===== src/logic/scs_defs.vh =====
`ifndef SCS_DEFS_VH
`define SCS_DEFS_VH

// register pointers
`define SCS_PTR_CFG1_RD   8'h03
`define SCS_PTR_CFG1_WR   8'h09
`define SCS_PTR_RATE_RD   8'h04
`define SCS_PTR_RATE_WR   8'h0a
`define SCS_PTR_CFG2      8'h1a
`define SCS_PTR_ONESHOT   8'h0f

// reset values
`define SCS_CFG1_RST      8'h00
`define SCS_CFG2_RST      8'h1c
`define SCS_RATE_RST      8'h07

// primary configuration fields
`define SCS_C1_MASK       7
`define SCS_C1_STOP       6
`define SCS_C1_PFS        5
`define SCS_C1_RANGE      2
`define SCS_C1_WMASK      8'he4

// secondary configuration fields
`define SCS_C2_REN        4
`define SCS_C2_LOCAL_ON   3
`define SCS_C2_RES_FIX    2
`define SCS_C2_WMASK      8'h1c

// timing in cycles of the 5 ns clock, sized to the counter so nothing is cut
`define SCS_CNT_W         20
`define SCS_CONV_CYC      20'd200 // 1000 ns conversion
`define SCS_CONV_HALF_CYC 20'd100 // remote conversion with correction off
`define SCS_IDLE_UNIT_CYC 20'd100 // 500 ns idle step per rate code

`endif


===== src/logic/scs_cnt.v =====
`timescale 1ns/100ps
// down counter: loads a value, pulses done when it reaches one
module scs_cnt (
   input  wire                  clk_sys_i, // system clock
   input  wire                  rst_b_i,   // async reset, active low
   input  wire                  load_i,    // load pulse
   input  wire                  clr_i,     // abort count
   input  wire [19:0]           val_i,     // cycles to count
   output wire                  done_o,    // last cycle of count
   output wire                  busy_o     // count running
);
   reg [19:0] cnt_r;

   // count to zero; clr aborts a conversion at once on shutdown
   always @(posedge clk_sys_i or negedge rst_b_i) begin
      if (!rst_b_i) begin
         cnt_r <= 20'h00000;
      end else if (clr_i) begin
         cnt_r <= 20'h00000;
      end else if (load_i) begin
         cnt_r <= val_i;
      end else if (cnt_r != 20'h00000) begin
         cnt_r <= cnt_r - 20'h00001;
      end
   end

   assign busy_o = (cnt_r != 20'h00000);
   assign done_o = (cnt_r == 20'h00001);
endmodule // scs_cnt


===== src/logic/scs_alarm.v =====
`timescale 1ns/100ps
// hysteresis comparator for one channel's over-high flag
module scs_alarm (
   input  wire                  clk_sys_i, // system clock
   input  wire                  rst_b_i,   // async reset, active low
   input  wire                  upd_i,     // result update pulse
   input  wire [7:0]            temp_i,    // new measurement
   input  wire [7:0]            lim_i,     // high limit
   input  wire [7:0]            hyst_i,    // shared hysteresis
   output reg                   hi_o       // over-high, hysteretic
);
   wire [8:0] thr_lo;
   // 9 bits so a large hysteresis cannot wrap below zero
   assign thr_lo = {1'b0, lim_i} - {1'b0, hyst_i};

   // set above limit, hold until at or below limit minus hysteresis
   always @(posedge clk_sys_i or negedge rst_b_i) begin
      if (!rst_b_i) begin
         hi_o <= 1'b0;
      end else if (upd_i) begin
         if (temp_i > lim_i) begin
            hi_o <= 1'b1;
         end else if (thr_lo[8] || ({1'b0, temp_i} <= thr_lo)) begin
            hi_o <= 1'b0;
         end
      end
   end
endmodule // scs_alarm


===== src/logic/scs_seq.v =====
`timescale 1ns/100ps
`include "scs_defs.vh"
// Notes on behaviour
// - primary config written at pointer 09h, read back at 03h.
// - mask bit 0 drives alert low on fault; 1 keeps state, pin stays high.
// - in second overheat mode the mask bit is ignored.
// - stop bit 0 converts continuously; 1 halts at once, shutdown.
// - clearing stop bit resumes continuous conversions.
// - one-shot write in shutdown runs exactly one cycle: local then remote, enabled channels only.
// - pin function 0: pin is interrupt after consecutive faults.
// - pin function 1: pin low when local or remote over-high set.
// - config bit 2 selects standard or extended range.
// - primary config resets to 00h.
// - secondary config at 1Ah, resets to 1Ch.
// - secondary bit 2 enables series resistance fix; off halves remote time.
// - secondary bit 3 enables local channel.
// - secondary bit 4 enables remote channel.
// - sequence local, remote, shutdown, delay; disabled channels skipped.
// - rate register 0Ah sets idle delay only, not conversion time.
// - alert stays low until alert response transaction clears it.
// - remote over-high holds above limit minus hysteresis.
module scs_seq (
   input  wire                  clk_sys_i,    // system clock
   input  wire                  rst_b_i,      // async reset, active low
   input  wire                  wr_i,         // register write strobe
   input  wire [7:0]            ptr_i,        // register pointer
   input  wire [7:0]            wdata_i,      // write data
   output reg  [7:0]            rdata_o,      // read data, registered
   input  wire                  ara_i,        // alert response pulse
   input  wire [7:0]            local_temp_i, // local converter result
   input  wire [7:0]            remote_temp_i,// remote converter result
   input  wire [7:0]            local_hi_i,   // local high limit
   input  wire [7:0]            remote_hi_i,  // remote high limit
   input  wire [7:0]            hyst_i,       // shared hysteresis
   input  wire                  fault_i,      // limit fault, consecutive count met
   output reg                   conv_local_o, // local conversion active
   output reg                   conv_remote_o,// remote conversion active
   output wire                  busy_o,       // converter busy
   output wire                  upd_o,        // result update pulse
   output wire                  ext_range_o,  // extended range select
   output wire                  series_resistance_fix_o, // remote correction on
   output wire                  local_over_high_flag_o,  // local over-high
   output wire                  remote_over_high_flag_o, // remote over-high
   output wire                  shared_alarm_pin_o,      // pin output level
   output wire                  shared_alarm_pin_oe_o    // pin enable, low drives
);
   localparam ST_IDLE   = 3'd0;
   localparam ST_LOCAL  = 3'd1;
   localparam ST_REMOTE = 3'd2;
   localparam ST_SHUT   = 3'd3;
   localparam ST_DELAY  = 3'd4;

   reg  [7:0]  cfg1_r;
   reg  [7:0]  cfg2_r;
   reg  [7:0]  rate_r;
   reg  [2:0]  st_r;
   reg  [2:0]  st_nxt;
   reg         oneshot_r;
   reg         alert_r;
   reg         ch_local_r;
   reg         stop_q_r;
   wire        stop_rise;
   wire        stop_measure;
   wire        pin_function_select;
   wire        local_channel_on;
   wire        remote_on;
   wire        conv_busy;
   wire        conv_done;
   wire        idle_busy;
   wire        idle_done;
   reg         conv_load;
   reg         idle_load;
   reg  [19:0] conv_len;
   wire [19:0] idle_len;

   assign stop_measure        = cfg1_r[`SCS_C1_STOP];
   assign pin_function_select = cfg1_r[`SCS_C1_PFS];
   assign ext_range_o         = cfg1_r[`SCS_C1_RANGE];
   assign local_channel_on    = cfg2_r[`SCS_C2_LOCAL_ON];
   assign remote_on           = cfg2_r[`SCS_C2_REN];
   assign series_resistance_fix_o = cfg2_r[`SCS_C2_RES_FIX];
   // stop edge only: a one-shot runs with stop already high and must not abort
   assign stop_rise           = stop_measure && !stop_q_r;

   // register writes; reserved bits masked in case the host errs
   always @(posedge clk_sys_i or negedge rst_b_i) begin
      if (!rst_b_i) begin
         cfg1_r <= `SCS_CFG1_RST;
         cfg2_r <= `SCS_CFG2_RST;
         rate_r <= `SCS_RATE_RST;
      end else if (wr_i) begin
         if (ptr_i == `SCS_PTR_CFG1_WR) begin
            cfg1_r <= wdata_i & `SCS_C1_WMASK;
         end
         if (ptr_i == `SCS_PTR_CFG2) begin
            cfg2_r <= wdata_i & `SCS_C2_WMASK;
         end
         if (ptr_i == `SCS_PTR_RATE_WR) begin
            rate_r <= wdata_i;
         end
      end
   end

   // registered read mux; write-only pointers and unknown read zero
   always @(posedge clk_sys_i or negedge rst_b_i) begin
      if (!rst_b_i) begin
         rdata_o <= 8'h00;
      end else begin
         case (ptr_i)
            `SCS_PTR_CFG1_RD: rdata_o <= cfg1_r;
            `SCS_PTR_CFG2:    rdata_o <= cfg2_r;
            `SCS_PTR_RATE_RD: rdata_o <= rate_r;
            default:          rdata_o <= 8'h00;
         endcase
      end
   end

   // one-shot request, held until a conversion cycle begins
   always @(posedge clk_sys_i or negedge rst_b_i) begin
      if (!rst_b_i) begin
         oneshot_r <= 1'b0;
      end else if (wr_i && (ptr_i == `SCS_PTR_ONESHOT) && stop_measure) begin
         oneshot_r <= 1'b1;
      end else if (st_r == ST_IDLE && st_nxt != ST_IDLE) begin
         oneshot_r <= 1'b0;
      end
   end

   // conversion length; correction off halves remote time
   always @* begin
      conv_len = `SCS_CONV_CYC;
      if ((st_nxt == ST_REMOTE) && !series_resistance_fix_o) begin
         conv_len = `SCS_CONV_HALF_CYC;
      end
   end

   // idle length scales with rate code only; conversion fixed
   assign idle_len = (20'd8 - {17'd0, rate_r[2:0]}) * `SCS_IDLE_UNIT_CYC;

   // sequencer next state
   always @* begin
      st_nxt    = st_r;
      conv_load = 1'b0;
      idle_load = 1'b0;
      case (st_r)
         ST_IDLE: begin
            if (!stop_measure || oneshot_r) begin
               if (local_channel_on) begin
                  st_nxt = ST_LOCAL;
               end else if (remote_on) begin
                  st_nxt = ST_REMOTE;
               end else begin
                  st_nxt = ST_SHUT;
               end
            end
         end
         ST_LOCAL: begin
            if (conv_done) begin
               st_nxt = remote_on ? ST_REMOTE : ST_SHUT;
            end
         end
         ST_REMOTE: begin
            if (conv_done) begin
               st_nxt = ST_SHUT;
            end
         end
         ST_SHUT: begin
            // a one-shot or a stop ends here instead of delaying
            st_nxt = stop_measure ? ST_IDLE : ST_DELAY;
         end
         ST_DELAY: begin
            if (idle_done) begin
               st_nxt = ST_IDLE;
            end
         end
         default: st_nxt = ST_IDLE;
      endcase
      // stop bit aborts a continuous cycle at once
      if (stop_measure && !oneshot_r && st_r == ST_DELAY) begin
         st_nxt = ST_IDLE;
      end
      // a running conversion is dropped too; its result is posted only if the stop lands in its last cycle
      if (stop_rise && (st_r == ST_LOCAL || st_r == ST_REMOTE)) begin
         st_nxt = ST_IDLE;
      end
      if ((st_nxt == ST_LOCAL || st_nxt == ST_REMOTE) && st_nxt != st_r) begin
         conv_load = 1'b1;
      end
      if (st_nxt == ST_DELAY && st_r != ST_DELAY) begin
         idle_load = 1'b1;
      end
   end

   // state register; stop bit delayed once to find its rising edge
   always @(posedge clk_sys_i or negedge rst_b_i) begin
      if (!rst_b_i) begin
         st_r     <= ST_IDLE;
         stop_q_r <= 1'b0;
      end else begin
         st_r     <= st_nxt;
         stop_q_r <= stop_measure;
      end
   end

   // remembers which channel the finishing conversion belongs to
   always @(posedge clk_sys_i or negedge rst_b_i) begin
      if (!rst_b_i) begin
         ch_local_r    <= 1'b0;
         conv_local_o  <= 1'b0;
         conv_remote_o <= 1'b0;
      end else begin
         ch_local_r    <= (st_r == ST_LOCAL);
         conv_local_o  <= (st_nxt == ST_LOCAL);
         conv_remote_o <= (st_nxt == ST_REMOTE);
      end
   end

   scs_cnt u_conv (
      .clk_sys_i (clk_sys_i),
      .rst_b_i   (rst_b_i),
      .load_i    (conv_load),
      .clr_i     (stop_rise),
      .val_i     (conv_len),
      .done_o    (conv_done),
      .busy_o    (conv_busy)
   );

   scs_cnt u_idle (
      .clk_sys_i (clk_sys_i),
      .rst_b_i   (rst_b_i),
      .load_i    (idle_load),
      .clr_i     (stop_measure),
      .val_i     (idle_len),
      .done_o    (idle_done),
      .busy_o    (idle_busy)
   );

   // results only move at the end of a real conversion
   assign busy_o = (st_r == ST_LOCAL) || (st_r == ST_REMOTE);
   assign upd_o  = conv_done && busy_o;

   wire upd_local;
   wire upd_remote;
   assign upd_local  = upd_o && (st_r == ST_LOCAL);
   assign upd_remote = upd_o && (st_r == ST_REMOTE);

   scs_alarm u_lhi (
      .clk_sys_i (clk_sys_i),
      .rst_b_i   (rst_b_i),
      .upd_i     (upd_local),
      .temp_i    (local_temp_i),
      .lim_i     (local_hi_i),
      .hyst_i    (hyst_i),
      .hi_o      (local_over_high_flag_o)
   );

   scs_alarm u_rhi (
      .clk_sys_i (clk_sys_i),
      .rst_b_i   (rst_b_i),
      .upd_i     (upd_remote),
      .temp_i    (remote_temp_i),
      .lim_i     (remote_hi_i),
      .hyst_i    (hyst_i),
      .hi_o      (remote_over_high_flag_o)
   );

   // alert latch: set wins over the alert response clear
   always @(posedge clk_sys_i or negedge rst_b_i) begin
      if (!rst_b_i) begin
         alert_r <= 1'b0;
      end else if (fault_i) begin
         alert_r <= 1'b1;
      end else if (ara_i) begin
         alert_r <= 1'b0;
      end
   end

   // pin is open drain: enable low pulls it low
   wire pin_low;
   assign pin_low = pin_function_select ?
                    (local_over_high_flag_o || remote_over_high_flag_o) :
                    (alert_r && !cfg1_r[`SCS_C1_MASK]);
   assign shared_alarm_pin_o    = 1'b0;
   assign shared_alarm_pin_oe_o = !pin_low;

   // ch_local_r and idle_busy kept for observation of sequence phase
   wire unused_ok;
   assign unused_ok = ch_local_r & idle_busy & conv_busy;
endmodule // scs_seq


===== config.mk =====
export PLATFORM = sky130hd
export DESIGN_NAME = scs_seq
export DESIGN_NICKNAME = d
export VERILOG_FILES = /design/src/logic/scs_cnt.v /design/src/logic/scs_alarm.v /design/src/logic/scs_seq.v
export VERILOG_INCLUDE_DIRS = /design/src /design/src/logic
export SDC_FILE = /design/constraint.sdc
export NUM_CORES = 1
export LEC_CHECK = 0
export BUFFER_PORTS_ARGS = -buffer_cell sky130_fd_sc_hd__buf_4
export CELL_PAD_IN_SITES_DETAIL_PLACEMENT = 0
export CELL_PAD_IN_SITES_GLOBAL_PLACEMENT = 1
export CORE_MARGIN = 3
export CORE_UTILIZATION = 48
export CTS_CLUSTER_DIAMETER = 200
export DETAILED_ROUTE_END_ITERATION = 16
export PLACE_DENSITY = 0.95
export SLEW_MARGIN = 20
export SYNTH_ARGS = -nofsm -noshare
export SYNTH_HDL_FRONTEND = slang
export SYNTH_SLANG_ARGS = --single-unit

===== constraint.sdc =====
create_clock -name clk_sys_i -period 6.25 [get_ports clk_sys_i]
set_clock_uncertainty 0.2 [all_clocks]
set_input_delay 0.9375 -clock clk_sys_i [delete_from_list [all_inputs] [get_ports clk_sys_i]]
set_output_delay 0.9375 -clock clk_sys_i [all_outputs]
set_load 0.005 [all_outputs]

==> flow_summary.html <==
<table>
<tr><th>Metric</th><th>Value</th></tr>
<tr><th colspan="2">STA</th></tr>
<tr><td>Post-Route Setup TNS</td><td>0 ps</td></tr>
<tr><td>Max Transition Viols Final</td><td>0</td></tr>
<tr><td>Transition time at the pin with the least slew margin</td><td>1030 ps</td></tr>
<tr><td>Setup repair after global routing missed its margin</td><td>false</td></tr>
<tr><td>Top achievable clock speed</td><td>268 MHz</td></tr>
<tr><td>Setup violation total in the final timing report</td><td>0</td></tr>
<tr><td>Clock period minus final worst setup slack</td><td>3730 ps</td></tr>
<tr><td>Number of hold violations in the final report</td><td>0</td></tr>
<tr><td>Relative slew margins</td><td>30.9%</td></tr>
<tr><td>Crit share post-route</td><td>59.7%</td></tr>
<tr><th colspan="2">Detailed routing</th></tr>
<tr><td>Drt drc</td><td>0</td></tr>
<tr><td>First drt pass iteration count</td><td>4</td></tr>
<tr><td>Average wire length per cell after detail routing</td><td>15.5 um</td></tr>
<tr><td>DRT iter0 DRCs</td><td>235</td></tr>
<tr><td>Total detailed-routing wirelength</td><td>12300 um</td></tr>
<tr><td>Vias per inst</td><td>5.61</td></tr>
<tr><td>Number of antenna-violating nets in the routed design</td><td>0</td></tr>
<tr><td>Total via count in the routed design</td><td>4422</td></tr>
<tr><th colspan="2">Worst setup path</th></tr>
<tr><td>Worst path arrival time</td><td>3700 ps</td></tr>
<tr><td>Top delay family on crit path</td><td>simple AND/OR/NAND/NOR gates</td></tr>
<tr><td>WP buf/inv</td><td>0</td></tr>
<tr><td>Cell with the largest stage delay on the worst path</td><td>o21ai_1</td></tr>
<tr><td>Required time at the endpoint of the critical path</td><td>6220 ps</td></tr>
<tr><td>Critical path, cell by cell</td><td>nor4_1 &gt; nand3_1 &gt; or4_4 &gt; and2_4 &gt; mux2_2 &gt; o21ai_1 &gt; a211oi_1</td></tr>
<tr><td>Path type of the worst setup path</td><td>reg2reg</td></tr>
<tr><td>Longest individual stage delay on the worst path</td><td>800 ps</td></tr>
<tr><td>Maximum fanout count along the critical path</td><td>15</td></tr>
<tr><td>Type of element launching the critical path</td><td>register</td></tr>
<tr><td>Endpoint kind of the worst setup timing path</td><td>register</td></tr>
<tr><th colspan="2">Die</th></tr>
<tr><td>DIE HEIGHT</td><td>111 um</td></tr>
<tr><td>Effective utilization at floorplan</td><td>50.3%</td></tr>
<tr><td>Placement row count</td><td>37</td></tr>
<tr><td>Placeable core region</td><td>10500 um2</td></tr>
<tr><td>Top Ports</td><td>79</td></tr>
<tr><td>Die extent in x</td><td>111 um</td></tr>
<tr><td>Die outline area</td><td>12300 um2</td></tr>
<tr><th colspan="2">Power and ir drop</th></tr>
<tr><td>NetSw</td><td>0.718 mW</td></tr>
<tr><td>Leakage power total</td><td>3.02 nW</td></tr>
<tr><td>Share of total power in combinational logic</td><td>42.0%</td></tr>
<tr><td>Peak ir drop on the vdd network</td><td>132 uV</td></tr>
<tr><td>Clk pwr share</td><td>20.6%</td></tr>
<tr><td>Pwr/cell area</td><td>296 nW/um2</td></tr>
<tr><td>Relative contribution of sequential cells to total power</td><td>37.4%</td></tr>
<tr><td>Cell internal power dissipation</td><td>1.11 mW</td></tr>
<tr><td>Switching share of total power</td><td>39.3%</td></tr>
<tr><th colspan="2">Clock network</th></tr>
<tr><td>Hold-fix buffers at CTS</td><td>0</td></tr>
<tr><td>Post-CTS sizing</td><td>0</td></tr>
<tr><td>TritonCTS clock tree</td><td>built</td></tr>
<tr><td>Post-CTS repair timing setup buffer count</td><td>0</td></tr>
<tr><td>Clock edge transition at the registers on the reported setup and hold paths</td><td>80 ps</td></tr>
<tr><td>Number of buffers created by CTS</td><td>9</td></tr>
<tr><td>Num Clock Sinks</td><td>73</td></tr>
<tr><td>Worst-skew pair later-pin latency</td><td>340 ps</td></tr>
<tr><td>CTS max path bufs</td><td>2</td></tr>
<tr><td>Number of H-tree levels</td><td>3</td></tr>
<tr><td>Clock root buffer</td><td>clkbuf_8</td></tr>
<tr><th colspan="2">Yosys</th></tr>
<tr><td>Per-instance average area after synthesis</td><td>9.23 um2</td></tr>
<tr><td>Area of the mapped netlist</td><td>5280 um2</td></tr>
<tr><td>Largest cells by area after synthesis</td><td>dfrtp_1 32%, ha_1 16%, xnor2_1 4.5%</td></tr>
<tr><td>Proportion of synthesized flip-flops having asynchronous set or reset</td><td>100%</td></tr>
<tr><td>Number of library cell types mapped by synthesis</td><td>60</td></tr>
<tr><td>Number of storage elements in the synthesis netlist</td><td>73</td></tr>
<tr><td>Main flop type after synthesis</td><td>dfrtp_1</td></tr>
<tr><td>Syn. warnings</td><td>0</td></tr>
<tr><td>Top-area cell type share of the netlist area</td><td>31.7%</td></tr>
<tr><td>Gate count after technology mapping</td><td>572</td></tr>
<tr><td>Count of flip-flops with a built-in enable after synthesis</td><td>0</td></tr>
<tr><td>Sequential fraction of the synthesis area</td><td>34.7%</td></tr>
<tr><td>Cell type contributing the most total cell area after synthesis</td><td>dfrtp_1</td></tr>
<tr><th colspan="2">Min path</th></tr>
<tr><td>Hold/Removal Path Class</td><td>reg2reg</td></tr>
<tr><th colspan="2">Status</th></tr>
<tr><td>Run status</td><td>finished, final reports clean</td></tr>
<tr><th colspan="2">Global route</th></tr>
<tr><td>Total routing resource utilization after global routing</td><td>20.5%</td></tr>
<tr><td>Maximum number of pins on one net before global-route repair</td><td>74</td></tr>
<tr><td>Number of global-route vias before repair</td><td>4505</td></tr>
<tr><td>Global-route congestion overflow total</td><td>0</td></tr>
<tr><td>First-pass GRT wire length</td><td>21100 um</td></tr>
<tr><td>Number of antenna violations at the first check in global routing</td><td>1</td></tr>
<tr><th colspan="2">Placed design</th></tr>
<tr><td>HPWL after detailed placement</td><td>9710 um</td></tr>
<tr><td>Final weighted congestion of routability-driven global placement</td><td>0.941</td></tr>
<tr><td>DP Area</td><td>5970 um2</td></tr>
<tr><td>Number of buffers added on ports</td><td>77</td></tr>
<tr><th colspan="2">Flow run</th></tr>
<tr><td>Count of maximum capacitance violations</td><td>0</td></tr>
<tr><th colspan="2">Finish</th></tr>
<tr><td>Final non-filler cell area</td><td>6170 um2</td></tr>
<tr><td>Share of cells above drive strength 1</td><td>18.7%</td></tr>
<tr><td>Count of inserted antenna diode cells</td><td>0</td></tr>
<tr><td>Area Overhead vs Synth</td><td>16.8%</td></tr>
<tr><td>Final-stage net count</td><td>776</td></tr>
</table>
[power by group through the flow]
stage / sequential [mW] / combinational, mW / clock [mW]
finish: 0.682 / 0.767 / 0.376
global route: 0.701 / 0.872 / 0.412
CTS: 0.680 / 0.771 / 0.387
detailed placement: 0.689 / 0.766 / 0
global placement: 0.684 / 0.744 / 0
floorplan: 0.648 / 0.613 / 0
[cell usage in the layout, fill, tap and decap left out, types with 6 or more instances in the layout]
cell type,netlist,layout
mux2_2,16,16
or3_1,9,9
nand3_1,15,15
dfstp_2,6,6
o21ai_0,24,24
a21o_1,8,8
nand2b_1,9,9
dfrtp_1,67,67
nor2_1,60,60
xnor2_1,27,27
xor2_1,17,17
a211oi_1,10,10
nand2_1,25,25
nand4_1,13,13
ha_1,66,66
nor2b_1,14,14
nor4_1,14,14
nor3_1,24,24
clkbuf_8,0,9
a21oi_1,21,21
inv_1,46,46
buf_4,1,77
[routing by layer]
| layer | wire, um | up-vias | track usage, % | part of all wire (%) |
|---|---|---|---|---|
| met1 | 5690 | 2107 | 27.7 | 46 |
| li1 | - | 2194 | - | - |
| met2 | 5790 | 98 | 33.4 | 47 |
| met4 | 252 | 2 | 5.99 | 2.1 |
| met5 | 13 | - | 0 | 0.11 |
| met3 | 513 | 21 | 3.88 | 4.2 |
[Yosys cell counts (all sizes together) (6+ instances only)]
master	n
xor2	17
dfrtp	67
inv	46
nand2	25
nor4	14
nand4	13
a21o	8
nand3	15
nor2b	14
dfstp	6
clkbuf	10
a21oi	21
o21ai	25
nor3	24
nor2	60
ha	66
or3	10
nand2b	9
a211oi	10
xnor2	27
mux2	18
[cells by family after synthesis]
logic type                 synth area share [%]
and+or+nand+nor                            19.6
adders and majority gates                  16.4
muxes                                      4.36
AOI/OAI and AO/OA                          13.0
xor gates and xnor gates                   7.30
other                                    0.0710
DFF                                        34.7
buffers and inverters                      4.53
[per-stage QoR]
stage          power (mW)  setup WS, ps  cells  utilization, %  hold slack, ps
2_1_floorplan        1.26          2710    573               -             152
3_3_place_gp         1.43          2470    772            56.8             275
3_5_place_dp         1.45          2400    772            56.8             294
4_1_cts              1.84          2480    788            58.7             315
5_1_grt              1.99          2200    788            58.7             330
6_report             1.83          2520    788            58.7             311
[cell type report]
| cell class | instances | area (um2) |
|---|---|---|
| sequential | 73 | 1830 |
| clock buffer | 9 | 124 |
| timing repair buffer | 77 | 578 |
| tap | 136 | 170 |
| multi-input combinational | 440 | 3210 |
| inverter | 46 | 173 |
| fill | 900 | 4340 |
| clock inverter | 7 | 78.8 |
[final timing paths]
kind | start | endpoint | slack [ps] | depth (start not counted)
max | u_conv.cnt_r[10] | u_conv.cnt_r[1] | 2520 | 7
min | rate_r[7] | rdata_o[7] | 310 | 1
max reg2reg | u_conv.cnt_r[10] | u_conv.cnt_r[1] | 2520 | 7
min reg2reg | rate_r[7] | rdata_o[7] | 310 | 1
max in group asynchronous | rst_b_i | rdata_o[6] | 4750 | 1
min in group asynchronous | rst_b_i | u_conv.cnt_r[11] | 520 | 1
[registers in the layout, indices dropped and copies added (netlist names)]
name,cells
u_lhi.hi_o,1
cfg2_r,3
conv_local_o,1
u_rhi.hi_o,1
rdata_o,8
stop_q_r,1
u_idle.cnt_r,20
st_r,3
oneshot_r,1
rate_r,8
u_conv.cnt_r,20
cfg1_r,4
alert_r,1
conv_remote_o,1
Power figures use the tool's default switching activity.
